**src/design/awis_pkg.sv**
```systemverilog
// Package for the converter window detector and input select block.
// Assumes an 8-bit special function register bus driven by the CPU core.
package awis_pkg;

  localparam int unsigned SFR_AW    = 8;
  localparam int unsigned SFR_DW    = 8;
  localparam int unsigned WORD_W    = 16;
  localparam int unsigned RES_W     = 10;
  localparam int unsigned SEL_W     = 5;
  localparam int unsigned PIN_N     = 16;

  // Register addresses
  localparam logic [7:0] ADDR_TEMP_OFFSET_VALUE_LOW   = 8'h85;
  localparam logic [7:0] ADDR_TEMP_OFFSET_VALUE_HIGH  = 8'h86;
  localparam logic [7:0] ADDR_INPUT_SEL  = 8'hbb;
  localparam logic [7:0] ADDR_UPPER_LOW  = 8'hc3;
  localparam logic [7:0] ADDR_UPPER_HIGH = 8'hc4;
  localparam logic [7:0] ADDR_LOWER_LOW  = 8'hc5;
  localparam logic [7:0] ADDR_LOWER_HIGH = 8'hc6;
  localparam logic [7:0] ADDR_CONV_CTRL  = 8'he8;

  // Reset values
  localparam logic [7:0] RST_UPPER       = 8'hff;
  localparam logic [7:0] RST_LOWER       = 8'h00;
  localparam logic [4:0] RST_INPUT_SEL   = 5'h1f;
  localparam logic [7:0] RST_CONV_CTRL   = 8'h00;

  // Converter control fields
  localparam int unsigned CTRL_OUTSIDE_BIT = 0;
  localparam int unsigned CTRL_FLAG_BIT    = 3;

  // Temperature offset low byte fields
  localparam int unsigned TEMP_OFFSET_VALUE_LOW_MSB = 7;
  localparam int unsigned TEMP_OFFSET_VALUE_LOW_LSB = 6;

  // Input select codes
  localparam logic [4:0] SEL_LAST_PIN = 5'h0f;
  localparam logic [4:0] SEL_TEMP     = 5'h10;
  localparam logic [4:0] SEL_SUPPLY   = 5'h11;

endpackage : awis_pkg

```
**src/design/awis_cmp_if.sv**
```systemverilog
// Interface carrying a conversion word and the limits to the comparator.
// Assumes both ends run on the same clock.
`timescale 1ns/100ps
`default_nettype none
interface awis_cmp_if;
  import awis_pkg::*;
  logic [WORD_W-1:0] result;
  logic [WORD_W-1:0] lower;
  logic [WORD_W-1:0] upper;
  logic              outside;
  logic              hit;

  modport ctrl (output result, output lower, output upper,
                output outside, input hit);
  modport cmp  (input result, input lower, input upper,
                input outside, output hit);
endinterface : awis_cmp_if
`default_nettype wire

```
**src/design/awis_window.sv**
```systemverilog
// Window comparator: purely combinational match of one conversion word.
// Assumes limits and result share the same justification.
`timescale 1ns/100ps
`default_nettype none
module awis_window
  import awis_pkg::*;
(
  awis_cmp_if.cmp cmp
);

  wire logic above_lower;
  wire logic below_upper;
  wire logic under_lower;
  wire logic over_upper;

  // Unsigned compares on the full justified word
  assign above_lower = cmp.result > cmp.lower;
  assign below_upper = cmp.result < cmp.upper;
  assign under_lower = cmp.result < cmp.lower;
  assign over_upper  = cmp.result > cmp.upper;

  assign cmp.hit = cmp.outside ? (under_lower | over_upper)
                               : (above_lower & below_upper);

endmodule // awis_window
`default_nettype wire

```
**src/design/awis_top.sv**
```systemverilog
// Window detector, positive input select and temperature offset registers.
// Assumes conversion words arrive justified, on clk, with a one-cycle strobe.
`timescale 1ns/100ps
`default_nettype none

// Functional notes
// - Inside mode: lower < result < upper
// - Outside mode: result below lower or above upper
// - Result compared as unsigned word
// - Compare works for either justification
// - Lower limit low byte, RW, reset zero
// - Codes 0-15 route port pins ascending
// - Temp sensor, supply, then no input
// - Select field bits 4:0, upper read-only
// - Disabled temp sensor stays high impedance
// - Offset stored left-justified over two bytes
// - Offset holds per-device production value
// - Match flag in control, polled or interrupt
// - Upper limit high byte RW, resets ones
module awis_top
  import awis_pkg::*;
(
  input  wire logic              clk,
  input  wire logic              nrst,
  input  wire logic [SFR_AW-1:0] sfr_addr,
  input  wire logic              sfr_wr,
  input  wire logic              sfr_rd,
  input  wire logic [SFR_DW-1:0] sfr_wdata,
  output logic      [SFR_DW-1:0] sfr_rdata,
  input  wire logic              conv_done,
  input  wire logic [WORD_W-1:0] conv_result,
  input  wire logic              temp_sensor_enable,
  input  wire logic [RES_W-1:0]  factory_offset,
  output logic                   window_match_flag,
  output logic      [PIN_N-1:0]  amux_pin_sel,
  output logic                   amux_temp_sel,
  output logic                   amux_vdd_sel,
  output logic                   temp_sensor_hiz
);

  ////////////////////////////////////////////////////////////////////////////
  // Register storage

  logic [7:0]       upper_limit_high_byte;
  logic [7:0]       upper_limit_low_byte;
  logic [7:0]       lower_limit_high_byte;
  logic [7:0]       lower_limit_low_byte;
  logic [SEL_W-1:0] positive_input_select;
  logic             outside_mode;
  logic [7:0]       temp_offset_high;
  logic [1:0]       temp_offset_low;
  logic             offset_loaded;

  wire logic wr_upper_high;
  wire logic wr_upper_low;
  wire logic wr_lower_high;
  wire logic wr_lower_low;
  wire logic wr_sel;
  wire logic wr_ctrl;
  wire logic wr_temp_offset_value_high;
  wire logic wr_temp_offset_value_low;

  assign wr_upper_high = sfr_wr & (sfr_addr == ADDR_UPPER_HIGH);
  assign wr_upper_low  = sfr_wr & (sfr_addr == ADDR_UPPER_LOW);
  assign wr_lower_high = sfr_wr & (sfr_addr == ADDR_LOWER_HIGH);
  assign wr_lower_low  = sfr_wr & (sfr_addr == ADDR_LOWER_LOW);
  assign wr_sel        = sfr_wr & (sfr_addr == ADDR_INPUT_SEL);
  assign wr_ctrl       = sfr_wr & (sfr_addr == ADDR_CONV_CTRL);
  assign wr_temp_offset_value_high  = sfr_wr & (sfr_addr == ADDR_TEMP_OFFSET_VALUE_HIGH);
  assign wr_temp_offset_value_low   = sfr_wr & (sfr_addr == ADDR_TEMP_OFFSET_VALUE_LOW);

  always_ff @(posedge clk or negedge nrst) begin
    if (!nrst) begin
      upper_limit_high_byte <= RST_UPPER;
      upper_limit_low_byte  <= RST_UPPER;
      lower_limit_high_byte <= RST_LOWER;
      lower_limit_low_byte  <= RST_LOWER;
    end else begin
      if (wr_upper_high) upper_limit_high_byte <= sfr_wdata;
      if (wr_upper_low)  upper_limit_low_byte  <= sfr_wdata;
      if (wr_lower_high) lower_limit_high_byte <= sfr_wdata;
      if (wr_lower_low)  lower_limit_low_byte  <= sfr_wdata;
    end
  end

  // Select field and outside-mode bit are stored; select bits 7:5 have no storage
  always_ff @(posedge clk or negedge nrst) begin
    if (!nrst) begin
      positive_input_select <= RST_INPUT_SEL;
      outside_mode          <= RST_CONV_CTRL[CTRL_OUTSIDE_BIT];
    end else begin
      if (wr_sel) positive_input_select <= sfr_wdata[SEL_W-1:0];
      if (wr_ctrl) outside_mode <= sfr_wdata[CTRL_OUTSIDE_BIT];
    end
  end

  ////////////////////////////////////////////////////////////////////////////
  // Temperature offset: production value caught after reset release

  always_ff @(posedge clk or negedge nrst) begin
    if (!nrst) begin
      offset_loaded    <= 1'b0;
      temp_offset_high <= 8'h00;
      temp_offset_low  <= 2'h0;
    end else if (!offset_loaded) begin
      offset_loaded    <= 1'b1;
      temp_offset_high <= factory_offset[9:2];
      temp_offset_low  <= factory_offset[1:0];
    end else begin
      if (wr_temp_offset_value_high) temp_offset_high <= sfr_wdata;
      if (wr_temp_offset_value_low)
        temp_offset_low <= sfr_wdata[TEMP_OFFSET_VALUE_LOW_MSB:TEMP_OFFSET_VALUE_LOW_LSB];
    end
  end

  ////////////////////////////////////////////////////////////////////////////
  // Window compare and sticky flag

  awis_cmp_if cmp_bus ();

  assign cmp_bus.result  = conv_result;
  // Greater-than word bounds a hit from below, less-than word from above
  assign cmp_bus.lower   = {upper_limit_high_byte, upper_limit_low_byte};
  assign cmp_bus.upper   = {lower_limit_high_byte, lower_limit_low_byte};
  assign cmp_bus.outside = outside_mode;

  awis_window u_window (
    .cmp (cmp_bus.cmp)
  );

  wire logic match_event;
  wire logic flag_write;
  wire logic next_flag;

  assign match_event = conv_done & cmp_bus.hit;
  assign flag_write  = wr_ctrl;
  // Hardware set wins over a software clear in the same cycle
  assign next_flag   = match_event |
                       (flag_write ? sfr_wdata[CTRL_FLAG_BIT]
                                   : window_match_flag);

  always_ff @(posedge clk or negedge nrst) begin
    if (!nrst) window_match_flag <= RST_CONV_CTRL[CTRL_FLAG_BIT];
    else       window_match_flag <= next_flag;
  end

  ////////////////////////////////////////////////////////////////////////////
  // Input multiplexer selects

  wire logic [PIN_N-1:0] next_pin_sel;
  wire logic             next_temp_sel;
  wire logic             next_vdd_sel;

  genvar gi;
  generate
    for (gi = 0; gi < PIN_N; gi++) begin : g_pin
      assign next_pin_sel[gi] =
        (positive_input_select == SEL_W'(gi));
    end
  endgenerate

  assign next_temp_sel = (positive_input_select == SEL_TEMP);
  assign next_vdd_sel  = (positive_input_select == SEL_SUPPLY);

  always_ff @(posedge clk or negedge nrst) begin
    if (!nrst) begin
      amux_pin_sel    <= '0;
      amux_temp_sel   <= 1'b0;
      amux_vdd_sel    <= 1'b0;
      temp_sensor_hiz <= 1'b1;
    end else begin
      amux_pin_sel    <= next_pin_sel;
      amux_temp_sel   <= next_temp_sel;
      amux_vdd_sel    <= next_vdd_sel;
      temp_sensor_hiz <= ~temp_sensor_enable;
    end
  end

  ////////////////////////////////////////////////////////////////////////////
  // Read data

  logic [7:0] read_mux;

  always_comb begin
    read_mux = 8'h00;
    unique case (sfr_addr)
      ADDR_UPPER_HIGH: read_mux = upper_limit_high_byte;
      ADDR_UPPER_LOW:  read_mux = upper_limit_low_byte;
      ADDR_LOWER_HIGH: read_mux = lower_limit_high_byte;
      ADDR_LOWER_LOW:  read_mux = lower_limit_low_byte;
      ADDR_INPUT_SEL:  read_mux = {3'h0, positive_input_select};
      ADDR_CONV_CTRL:  read_mux = {4'h0, window_match_flag, 2'h0,
                                   outside_mode};
      ADDR_TEMP_OFFSET_VALUE_HIGH:  read_mux = temp_offset_high;
      ADDR_TEMP_OFFSET_VALUE_LOW:   read_mux = {temp_offset_low, 6'h00};
      default:         read_mux = 8'h00;
    endcase
  end

  always_ff @(posedge clk or negedge nrst) begin
    if (!nrst)       sfr_rdata <= 8'h00;
    else if (sfr_rd) sfr_rdata <= read_mux;
  end
endmodule // awis_top
`default_nettype wire

```
**config.mk**
```make
export PLATFORM = sky130hd
export DESIGN_NAME = awis_top
export DESIGN_NICKNAME = d
export VERILOG_FILES = /design/src/design/awis_pkg.sv /design/src/design/awis_cmp_if.sv /design/src/design/awis_window.sv /design/src/design/awis_top.sv
export SDC_FILE = /design/constraint.sdc
export NUM_CORES = 1
export LEC_CHECK = 0
export ABC_AREA = 1
export BUFFER_PORTS_ARGS = -buffer_cell sky130_fd_sc_hd__buf_4
export CAP_MARGIN = 0
export CORE_ASPECT_RATIO = 0.7
export CORE_MARGIN = 1
export CORE_UTILIZATION = 51
export DETAILED_ROUTE_END_ITERATION = 10
export GPL_TIMING_DRIVEN = 0
export PLACE_DENSITY_LB_ADDON = 0.3
export SYNTH_ARGS = -nofsm -noshare
export SYNTH_HDL_FRONTEND = slang
export SYNTH_HIERARCHICAL = 1
export SYNTH_SLANG_ARGS = --single-unit
```
**constraint.sdc**
```tcl
create_clock -name clk -period 1.7 [get_ports clk]
set_clock_uncertainty 0.15 [all_clocks]
set_input_delay 0 -clock clk [delete_from_list [all_inputs] [get_ports clk]]
set_output_delay 0 -clock clk [all_outputs]
set_load 0.05 [all_outputs]
```
=== Word level (Yosys, flattened, before mapping) ===
Cells that the tools add are included.

* Register bits after elaboration: 77
* Input bits: 48
* Output and inout port bits: 28
* Word-level logic and storage cells: 67

* $lt $le $gt $ge: 4
* Equal/unequal tests: 27
* Mux-type cells: 7
* Bitwise gates (word level): 13
* Reduce and logical (&&, ||, !) cells: 1

{| class="wikitable"
|+ Operators with widths
! kind !! number
|-
| $eq 8x8->1 const B || 8
|-
| $pmux 8 s8 || 1
|-
| $eq 5x4->1 const B || 8
|-
| $gt 16x16->1 || 2
|-
| $lt 16x16->1 || 2
|-
| $eq 5x3->1 const B || 4
|-
| $mux 8 || 2
|-
| $and 1x1->1 || 10
|-
| $eq 5x2->1 const B || 2
|-
| $eq 5x5->1 const B || 2
|-
| $eq 5x1->1 const B || 1
|-
| $logic_not 5->1 || 1
|-
| $mux 2 || 2
|-
| $ne 2x1->1 const B || 2
|-
| $mux 1 || 2
|-
| $or 1x1->1 || 2
|-
| $not 1->1 || 1
|}

=== Logic depth before layout (Yosys ltp) ===
Gate-level depths: netlist of the first run.

* Depth in word-level cells: 5
* Mapped depth: 17
* Mapped depth without buffers: 17

=== Hierarchy ===
The synthesis of the first run kept the hierarchy.

{| class="wikitable"
|+ Modules (own cells, without submodules)
! module !! instances !! cells an instance !! area each (um^2) !! sequential area each (um^2)
|-
| awis_top || 1 || 427 || 3684.8 || 1954.4
|-
| awis_window || 1 || 149 || 903.4 || 0.0
|}

=== Least setup slack after synthesis of the first run ===
Ideal clock, no wire load.

* Path kind: reg2reg
* From: reg upper_limit_high_byte[3]
* To: reg window_match_flag
* Setup time: 131 ps
* Arrival time: 1578 ps
* Required time: 1419 ps
* Path slack: -159 ps
* Cell stages (with the launch flop): 16
* Buffers on the path: 0
* Clock period less this slack: 1859 ps
* Cell sequence: dfstp_2 > inv_1 > ha_1 > nand2_1 > nor2_2 > nand2_2 > nor2_2 > nand2_1 > nand2_1 > nor2_1 > inv_1 > nand2_1 > nand2_1 > nand2_1 > nand2_1 > o211ai_1

* Cells in the longest elaborated chain, start to end: 5
* Elaborated cells between the ends (all ways): 7
* Classes of those cells: 2 x order compare; 1 x mux; 4 x bitwise

{| class="wikitable"
|+ Ends and longest elaborated chain
! what !! RTL line !! source
|-
| start, declared || awis_top.sv:44 || <nowiki>logic [7:0] upper_limit_high_byte;</nowiki>
|-
| start signal, assigned || awis_top.sv:79 || <nowiki>if (wr_upper_high) upper_limit_high_byte <= sfr_wdata;</nowiki>
|-
| $gt 16x16->1 / $lt 16x16->1 (equally long branches) || awis_window.sv:17, awis_window.sv:19 ||
|-
| $and 1x1->1 / $or 1x1->1 (equally long branches) || awis_window.sv:23, awis_window.sv:22 ||
|-
| $mux 1 * || awis_window.sv:22 || <nowiki>assign cmp.hit = cmp.outside ? (under_lower | over_upper)</nowiki>
|-
| via cmp_bus.hit || awis_cmp_if.sv:11 || <nowiki>logic hit;</nowiki>
|-
| $and 1x1->1 * || awis_top.sv:135 || <nowiki>assign match_event = conv_done & cmp_bus.hit;</nowiki>
|-
| $or 1x1->1 * || awis_top.sv:138 || <nowiki>assign next_flag = match_event |</nowiki>
|-
| via next_flag || awis_top.sv:133 || <nowiki>wire logic next_flag;</nowiki>
|-
| end signal, assigned || awis_top.sv:143 || <nowiki>if (!nrst) window_match_flag <= RST_CONV_CTRL[CTRL_FLAG_BIT];</nowiki>
|-
| end signal, assigned || awis_top.sv:144 || <nowiki>else window_match_flag <= next_flag;</nowiki>
|-
| end, declared || awis_top.sv:34 || <nowiki>output logic window_match_flag,</nowiki>
|}

The timed path passes the listed nets; every way through them passes the cells marked *.
A chain may end at the register's enable or synchronous reset.

=== Worst setup path in the final report of the first run ===
* From: reg upper_limit_high_byte[7]
* To: reg window_match_flag

Same word-level chain as after synthesis.

==> results.json, run 1 <==
{
  "worst-slew-pin-transition_ps": 959.6,
  "reg2reg_depth": 15,
  "n_antenna_cell": 0,
  "dieWidth_microns": 115.4,
  "routed_wl_microns": 13490,
  "drc": 0,
  "setup_viol": 1,
  "fillerInstances": 687,
  "peakVddDrop_mv": 0.6575,
  "vias": 4429,
  "synth_warnings": 6,
  "ys_types": 35,
  "first_global_vias": 4164,
  "ant_nets": 0,
  "critPathRequiredTime_ps": 1760,
  "finalWorstSetupSlack_ps": -365.5,
  "slew_viol_final": 0,
  "startpoint_type": "flop",
  "syn_nets": 656,
  "fin_nets": 779,
  "synth_seq_cells": 77,
  "grt_pass1_wl_microns": 21080,
  "period_needed_ps": 2066,
  "cts_tree": "built",
  "hold_class": "in -> reg",
  "portBuffers": 74,
  "cts_buffers": 9,
  "wl_met1_microns": 5720,
  "cp_top_family": "simple AND/OR/NAND/NOR gates",
  "drt-initial-drc-count": 336,
  "dp_cells": 770,
  "reg2reg_slack_ps": -370,
  "setup.worst_path.end_class": "flop",
  "layout_common_cells": "nand2_1, buf_4, inv_1",
  "powerDensity_nw_per_um2": 797.4,
  "antenna_found_initial": 0,
  "met2_length_microns": 6260,
  "dr.pass1.iters": 5,
  "clk_pin_slew_worst_paths_ps": 60,
  "worst_path_most_repeated_cell": "nand2_1",
  "rr_startpoint": "upper_limit_high_byte[7]",
  "slew_headroom_pct": 36.03,
  "slowest_stage": "dfstp_2",
  "met3_length_microns": 1305,
  "post-route-period-util_pct": 121.5,
  "finalHoldViolations": 0,
  "clock_sinks": 77,
  "maxCapViolCount": 0,
  "cts-root-buf": "clkbuf_16",
  "dieHeight_microns": 81.36,
  "worstSetupStartpoint": "upper_limit_high_byte[7]",
  "setup_tns_ps": -365.5,
  "slowest_delay_ps": 550,
  "yosysTopAreaCell": "dfrtp_1",
  "synthTopCellsByArea": "dfrtp_1, nand2_1, dfstp_2, ha_1, inv_1",
  "cellLeakagePower_nw": 3.167,
  "ios": 76,
  "vias_per_cell": 5.375,
  "synthCells": 576,
  "path_class": "reg -> reg",
  "placed_cell_area_sq_um": 5306,
  "syn_avg_cell_area_sq_um": 7.966,
  "worstPathArrival_ps": 2130,
  "place_congestion": 0.9551,
  "cp_num_cells": 15,
  "h-tree-depth": 3,
  "top_layer_used": "met4",
  "synth_seq_area_share_pct": 42.60,
  "rows": 28,
  "synth_top_area_share_pct": 30.00,
  "rsz0062_at_grt": "yes",
  "fmax_mhz": 484.1,
  "place_hpwl_microns": 9859,
  "initial_core_util_pct": 53.45,
  "grtUsageTotal_pct": 30.52,
  "final_common_cell": "nand2_1",
  "die_area_sq_um": 9386,
  "grt_overflow": 0,
  "design_area_sq_um": 6112,
  "hold_start": "sfr_addr[5]",
  "syn_area_sq_um": 4588,
  "r2r_end": "window_match_flag",
  "core_area_sq_um": 8583,
  "grt_max_degree": 78,
  "routedWlPerCell_microns": 16.37,
  "fin_util_pct": 71.21,
  "endpoint": "window_match_flag",
  "violations": "setup timing",
  "cts_max_path_buffers": 2,
  "insertion_delay_ps": 350,
  "instances_no_fill": 824,
  "path_cells": "inv_2, ha_4, nand2_4, nor2_4, nand2_2, nor2_4, nand2_1, nand2_1, nor2_2, inv_1, nand2_1, nand2_1, nand2_1, nand2_1, o211ai_1",
  "area_delta_synth_final_pct": 33.22,
  "drive_gt1_share_pct": 27.56,
  "path_buf_inv": 2,
  "status": "finished with violations",
  "cp_max_fo": 3
}
[routing by layer]
metal	track usage (%)	up-vias
li1	-	2084
met1	40.06	2111
met2	49.40	213
met3	9.478	21
met4	7.143	0
met5	0	-
[registers in the layout, summed over array words and instances (netlist names)]
| register | count |
|---|---|
| lower_limit_high_byte | 8 |
| sfr_rdata | 8 |
| temp_sensor_hiz | 1 |
| temp_offset_high | 8 |
| temp_offset_low | 2 |
| positive_input_select | 5 |
| upper_limit_low_byte | 8 |
| amux_temp_sel | 1 |
| offset_loaded | 1 |
| amux_vdd_sel | 1 |
| amux_pin_sel | 16 |
| window_match_flag | 1 |
| lower_limit_low_byte | 8 |
| cmp_bus.outside | 1 |
| upper_limit_high_byte | 8 |
[power breakdown]
group | internal [W] | total (W) | switching (W)
Clock | 0.00122 | 0.00197 | 0.000747
Sequential | 0.00196 | 0.00205 | 0.0000821
Combinational | 0.000363 | 0.000861 | 0.000498
Total | 0.00355 | 0.00487 | 0.00133
[synth_stat cells]
cell / number
conb_1: 1
nor2_8: 2
nor4_1: 2
nand4_1: 1
dfstp_2: 22
o211ai_1: 1
a21oi_1: 15
nor3_2: 2
clkbuf_1: 1
nor2_1: 50
buf_8: 1
buf_2: 4
o21a_1: 17
ha_1: 32
nor2_4: 8
o21ai_0: 23
dfrtp_1: 55
nand2_2: 4
a21o_1: 2
and3_2: 1
nand2_4: 5
clkinv_1: 1
buf_4: 2
inv_2: 5
inv_1: 73
nor3_1: 3
nor2_2: 4
o21ai_1: 11
a31oi_1: 4
nand3_1: 54
nand2_1: 162
buf_6: 5
nand3_2: 1
buf_12: 1
o21ai_2: 1
[cell type report]
class                           count  area, sq um  share of cell area [%]
Buffer                             14        136.4                   2.231
Clock inverter                      3        43.79                  0.7165
Multi-Input combinational cell    406         2357                   38.57
Inverter                           79        299.0                   4.893
Sequential cell                    77         1954                   31.98
Timing Repair Buffer              112        910.9                   14.90
Tap cell                          120        150.1                   2.457
Clock buffer                       13        260.3                   4.258
[worst reg2reg max path, delay by kind of cell, from the launching register on]
| kind | cells | cell delay (ps) |
|---|---|---|
| flops | 1 | 550 |
| compound gates | 1 | 80 |
| fa+ha+maj | 1 | 280 |
| buf+inv | 2 | 110 |
| simple gates | 11 | 790 |
[worst min-delay path by stage]
stage / cells after the start / slack, ps / to
6_report: 5 / 10 / cmp_bus.outside
5_1_grt: 5 / 60 / window_match_flag
4_1_cts: 5 / 1 / cmp_bus.outside
3_5_place_dp: 2 / -30 / temp_sensor_hiz
3_3_place_gp: 2 / -40 / temp_sensor_hiz
2_1_floorplan: 0 / -450 / amux_pin_sel[0]
[cells by family (layout without fill, tap and decap cells)]
| group | count (synthesis) | after routing | share of synthesized area (%) |
|---|---|---|---|
| other | 1 | 1 | 0.08173 |
| DFF | 77 | 77 | 42.60 |
| AOI/OAI and AO/OA | 74 | 74 | 9.353 |
| buffers and inverters | 93 | 221 | 9.299 |
| and+or+nand+nor | 299 | 299 | 29.94 |
| adders and majority gates | 32 | 32 | 8.726 |
[through the flow]
step	hold WS [ps]	total power (W)	worst slack [ps]
final	9.627	0.004874	-365.5
after global routing	62.44	0.005049	-449.6
after CTS	1.132	0.004843	-364.2
after detailed placement	-31.01	0.002784	-486.0
after global placement	-36.58	0.002744	-426.1
after floorplan	-445.6	0.002473	-141.5
[repair_timing]
item,in CTS,in global routing
gates resized for setup,21,17
endpoints found under the hold margin,110,0
setup endpoints to repair,1,6
setup buffers,9,5
hold buffers,24,0
pin swaps,13,7
Note: power is estimated with default switching activity, not from simulation.
==> inputs of run 2 (changes only) <==
Settings changed: BUFFER_PORTS_ARGS -buffer_cell sky130_fd_sc_hd__buf_4 to default, CORE_UTILIZATION 51 to 58, CTS_BUF_LIST from default to sky130_fd_sc_hd__clkbuf_16, DONT_BUFFER_PORTS from default to 1.
==> run 2 against run 1 <==
  * The run ends with hold timing, setup timing left
  * Combinational power decreased by 15%
  * Hold slack got worse by 810 ps
  * Sequential power increased by 2%
  * Flip-flop and latch count unchanged
  * Sequential share of layout area increased by 1.7 points
  * Fmax increased by 2.4%
  * First-iteration DRC count increased by 56%
  * Cell area decreased by 5.0%
  * Critical path depth unchanged
  * Clock power decreased by 16%
  * Setup slack improved by 49 ps
  * Critical endpoint unchanged
==> results.json, run 2 (synthesis results as in run 1) <==
{
  "top_register": "amux_pin_sel",
  "slew_viol_final": 0,
  "clock_sinks": 77,
  "die_area_sq_um": 8276,
  "period_needed_ps": 2017,
  "ff_latch_area_sq_um": 1954,
  "dr.pass1.iters": 5,
  "first_global_vias": 4213,
  "core_area_sq_um": 7482,
  "rsz0062_at_grt": "yes",
  "place_hpwl_microns": 9288,
  "startpoint_type": "flop",
  "drive_gt1_share_pct": 23.30,
  "finalWorstSetupSlack_ps": -316.8,
  "dieHeight_microns": 76.42,
  "maxCapViolCount": 0,
  "reg2reg_slack_ps": -320,
  "status": "finished with violations",
  "cts_buffers": 9,
  "ios": 76,
  "place_congestion": 0.8746,
  "antenna_found_initial": 0,
  "slew_headroom_pct": 65.65,
  "layout_common_cells": "nand2_1, inv_1, dfrtp_1",
  "fin_nets": 736,
  "placed_cell_area_sq_um": 4723,
  "initial_core_util_pct": 61.32,
  "finalHoldViolations": 78,
  "peakVddDrop_mv": 0.7315,
  "rr_startpoint": "upper_limit_high_byte[7]",
  "vias": 4503,
  "critPathRequiredTime_ps": 1750,
  "powerDensity_nw_per_um2": 772.9,
  "drc": 0,
  "hold_slack_ps": -795.4,
  "reg2reg_depth": 15,
  "largest_reg_flops": 16,
  "cts-root-buf": "clkbuf_16",
  "cts_max_path_buffers": 2,
  "worst-slew-pin-transition_ps": 515.3,
  "path_class": "reg -> reg",
  "area_delta_synth_final_pct": 26.53,
  "portBuffers": 0,
  "grt_max_degree": 78,
  "h-tree-depth": 3,
  "grtUsageTotal_pct": 34.29,
  "setup_viol": 2,
  "cts_tree": "built",
  "worstPathArrival_ps": 2070,
  "insertion_delay_ps": 340,
  "routed_wl_microns": 14350,
  "grt_pass1_wl_microns": 21260,
  "setup.worst_path.end_class": "flop",
  "cellLeakagePower_nw": 2.986,
  "violations": "hold timing, setup timing",
  "ant_nets": 0,
  "rows": 26,
  "fmax_mhz": 495.8,
  "dieWidth_microns": 108.3,
  "post-route-period-util_pct": 118.6,
  "drt-initial-drc-count": 525,
  "hold_class": "in -> async",
  "vias_per_cell": 5.933,
  "final_common_cell": "nand2_1",
  "multi_input_area_sq_um": 2420,
  "design_area_sq_um": 5806,
  "n_antenna_cell": 0,
  "fillerInstances": 481,
  "routedWlPerCell_microns": 18.91,
  "clk_pin_slew_worst_paths_ps": 60,
  "cp_max_fo": 2,
  "grt_overflow": 0,
  "r2r_end": "window_match_flag"
}
run 2: changes by cell type in the layout (fill, tap and decap cells not counted), moves of 2 or more:
cell	delta
clkinv_1	+2
clkbuf_1	-2
clkbuf_8	-2
nand2_1	-6
dlymetal6s4s_1	+4
ha_1	-3
buf_4	-51
dlygate4sd3_1	+3
nand2_2	+5
ha_4	+3
inv_2	+6
run 2: worst max path at each step:
stage | to | start | cells after the start
2_1_floorplan | window_match_flag | upper_limit_high_byte[1] | 15
3_3_place_gp | window_match_flag | upper_limit_high_byte[1] | 15
3_5_place_dp | window_match_flag | upper_limit_high_byte[1] | 15
4_1_cts | window_match_flag | upper_limit_high_byte[3] | 15
5_1_grt | window_match_flag | lower_limit_high_byte[7] | 11
6_report | window_match_flag | upper_limit_high_byte[7] | 15
run 2: stage by stage:
| step | setup TNS [ps] | cells | worst slack [ps] | total power, W | util [%] |
|---|---|---|---|---|---|
| after floorplan | -141.5 | 576 | -141.5 | 0.002473 | - |
| after global placement | -443.1 | 674 | -443.1 | 0.002577 | 63.13 |
| after detailed placement | -463.9 | 674 | -463.9 | 0.002612 | 63.13 |
| after CTS | -1091 | 730 | -334.3 | 0.004381 | 72.98 |
| after global routing | -479.9 | 759 | -397.6 | 0.004658 | 77.59 |
| final | -344.2 | 759 | -316.8 | 0.004487 | 77.59 |
run 2: per-layer routing:
metal	vias up	global-route usage (%)	share of wire (%)
met2	321	52.61	45
met3	80	8.982	12
met4	0	12.30	3.5
met1	2106	46.74	39
li1	1996	-	-
met5	-	0	0
run 2: layout make-up:
class                      instances  area share, %
multi-input combinational        406          41.68
sequential                        77          33.66
buffer                            14          2.241
timing repair buffer              69          10.84
inverter                          79          5.108
clock buffer                       9          3.879
clock inverter                     7         0.4741
tap                               98          2.112
run 2: report_power, final:
| part | switching, W | internal [W] | total (W) | leakage, nW |
|---|---|---|---|---|
| combinational | 0.000413 | 0.000319 | 0.000732 | 1.91 |
| sequential | 0.000132 | 0.00196 | 0.00210 | 0.940 |
| clock | 0.000706 | 0.000953 | 0.00166 | 0.139 |
| total | 0.00125 | 0.00324 | 0.00449 | 2.99 |
run 2: worst max-delay path, cell delays in order, from the launching register on:
cell	delay [ps]
dfstp_2	550
inv_2	50
ha_4	270
nand2_4	50
nor2_4	120
nand2_2	70
nor2_4	100
nand2_2	60
nand2_2	70
nor2_4	40
inv_2	40
nand2_1	40
nand2_1	60
nand2_2	60
nand2_1	60
o211ai_1	70
run 2: what timing repair did:
action,4_1_cts,5_1_grt
hold endpoints to repair,135,80
buffers inserted,8,29
hold buffers,32,3
gates cloned,0,1
pin swaps,13,20
resized for setup,20,30
setup endpoints to repair,1,5
==> inputs of run 3 (changes only) <==
Settings changed: PLACE_DENSITY_LB_ADDON 0.3 to 0.08.
==> run 3 against run 2 <==
  * Sequential power hardly changed
  * The flow still finishes with violations (hold timing, setup timing)
  * Largest power group unchanged
  * Clock power increased by 20%
  * Critical path depth stayed put
==> results.json, run 3 (synthesis results as in run 1) <==
{
  "dr.pass1.iters": 6,
  "finalHoldViolations": 79,
  "n_antenna_cell": 0,
  "cts_buffers": 9,
  "h-tree-depth": 3,
  "rows": 26,
  "grt_use_met3_pct": 13.43,
  "dieWidth_microns": 108.3,
  "grt_use_met2_pct": 51.27,
  "vias_per_cell": 5.768,
  "worst-slew-pin-transition_ps": 528.7,
  "setup.worst_path.end_class": "flop",
  "rsz0062_at_grt": "yes",
  "ff_latch_area_sq_um": 1954,
  "pre_cts_slack_ps": -452.0,
  "insertion_delay_ps": 340,
  "path_class": "reg -> reg",
  "design_area_sq_um": 5798,
  "drc": 0,
  "ant_nets": 0,
  "cellLeakagePower_nw": 2.998,
  "die_area_sq_um": 8276,
  "ios": 76,
  "place_hpwl_microns": 9502,
  "slew_viol_final": 0,
  "peakVddDrop_mv": 0.8965,
  "dieHeight_microns": 76.42,
  "vias": 4372,
  "worstSetupStartpoint": "upper_limit_high_byte[7]",
  "fmax_mhz": 484.7,
  "routed_wl_microns": 13900,
  "first_global_vias": 4335,
  "placed_cell_area_sq_um": 4723,
  "violations": "hold timing, setup timing",
  "rr_startpoint": "upper_limit_high_byte[7]",
  "cp_max_fo": 3,
  "portBuffers": 0,
  "grt_overflow": 0,
  "multi_input_area_sq_um": 2352,
  "powerDensity_nw_per_um2": 825.7,
  "fillerInstances": 523,
  "grt_max_degree": 78,
  "grt_util_met1_pct": 47.46,
  "fin_nets": 735,
  "startpoint_type": "flop",
  "antenna_found_initial": 0,
  "core_area_sq_um": 7482,
  "hold_class": "in -> async",
  "status": "finished with violations",
  "clock_sinks": 77,
  "cts_max_path_buffers": 2,
  "routedWlPerCell_microns": 18.33,
  "layout_common_cells": "nand2_1, inv_1, dfrtp_1",
  "grt_pass1_wl_microns": 21330,
  "place_congestion": 0.9045,
  "cts-root-buf": "clkbuf_16",
  "period_needed_ps": 2063,
  "largest_reg_flops": 16,
  "top_register": "amux_pin_sel",
  "clk_pin_slew_worst_paths_ps": 60,
  "cts_tree": "built",
  "hold_slack_ps": -798.2,
  "finalWorstSetupSlack_ps": -363.2,
  "grt-busiest-layer": "met2",
  "final_common_cell": "nand2_1",
  "maxCapViolCount": 0,
  "critPathRequiredTime_ps": 1760,
  "area_delta_synth_final_pct": 26.37,
  "drt-initial-drc-count": 525,
  "slew_headroom_pct": 64.38,
  "drive_gt1_share_pct": 21.21,
  "grtUsageTotal_pct": 34.77,
  "initial_core_util_pct": 61.32,
  "post-route-period-util_pct": 121.4,
  "setup_viol": 1,
  "worstPathArrival_ps": 2120
}
run 3: cell count changes in the layout (fill, tap and decap cells not counted), moves of 2 or more:
cell	previous run	this run
buf_6	6	4
nand2_1	152	158
inv_2	16	13
dlymetal6s4s_1	5	8
buf_4	38	36
nand2_2	10	5
ha_4	10	7
ha_1	22	25
bufinv_16	0	2
run 3: worst max-delay path, cell delays in order, from the launching register on:
cell and delay [ps]:
dfstp_2 550, inv_2 50, ha_4 270, nand2_4 50, nor2_4 140, nand2_2 80
nor2_4 90, nand2_1 70, nand2_1 70, nor2_2 50, inv_1 50, nand2_1 40
nand2_1 50, nand2_1 60, nand2_1 60, o211ai_1 90
run 3: area by class of cell:
type                    count  area share, %
plain buffers              14          2.309
clock buffers               9          3.884
clock inverters             7          1.424
inverters                  79          5.114
multi-input cells         406          40.57
flip-flops and latches     77          33.71
well taps                  98          2.115
repair buffers             68          10.88
run 3: through the flow:
step           total power [W]  setup TNS [ps]  std cells  util, %
2_1_floorplan         0.002473          -141.5        576        -
3_3_place_gp          0.002583          -420.7        674    63.13
3_5_place_dp          0.002615          -452.0        674    63.13
4_1_cts               0.004752           -1060        733    74.40
5_1_grt               0.004985          -495.7        758    77.49
6_report              0.004787          -363.2        758    77.49
run 3: final timing paths:
kind,end,slack [ps],depth (start not counted)
worst max-delay path,window_match_flag,-360,15
worst min-delay path,lower_limit_low_byte[7],-800,0
worst max register to register,window_match_flag,-360,15
worst min register to register,upper_limit_low_byte[5],350,2
max in group asynchronous,upper_limit_high_byte[0],2000,0
min in group clk,temp_offset_high[3],-30,6
run 3: repair_timing:
action | CTS | global route
gates cloned | 0 | 1
setup endpoints to repair | 1 | 5
pin swaps | 15 | 12
hold buffers | 33 | 1
gates resized for setup | 27 | 11
setup buffers | 10 | 24
hold endpoints to repair | 135 | 79
run 3: report_power, final:
part / switching, W / internal (W) / leakage, nW
clock network: 0.000736 / 0.00126 / 0.149
registers: 0.000136 / 0.00196 / 0.940
logic: 0.000390 / 0.000299 / 1.91
run 3: layer usage:
layer,routed length (microns),share of wire (%),vias to the layer above
met2,6100,44,261
met4,498,3.6,0
met3,1538,11,71
met1,5759,41,2044
li1,-,-,1996
met5,0,0,-
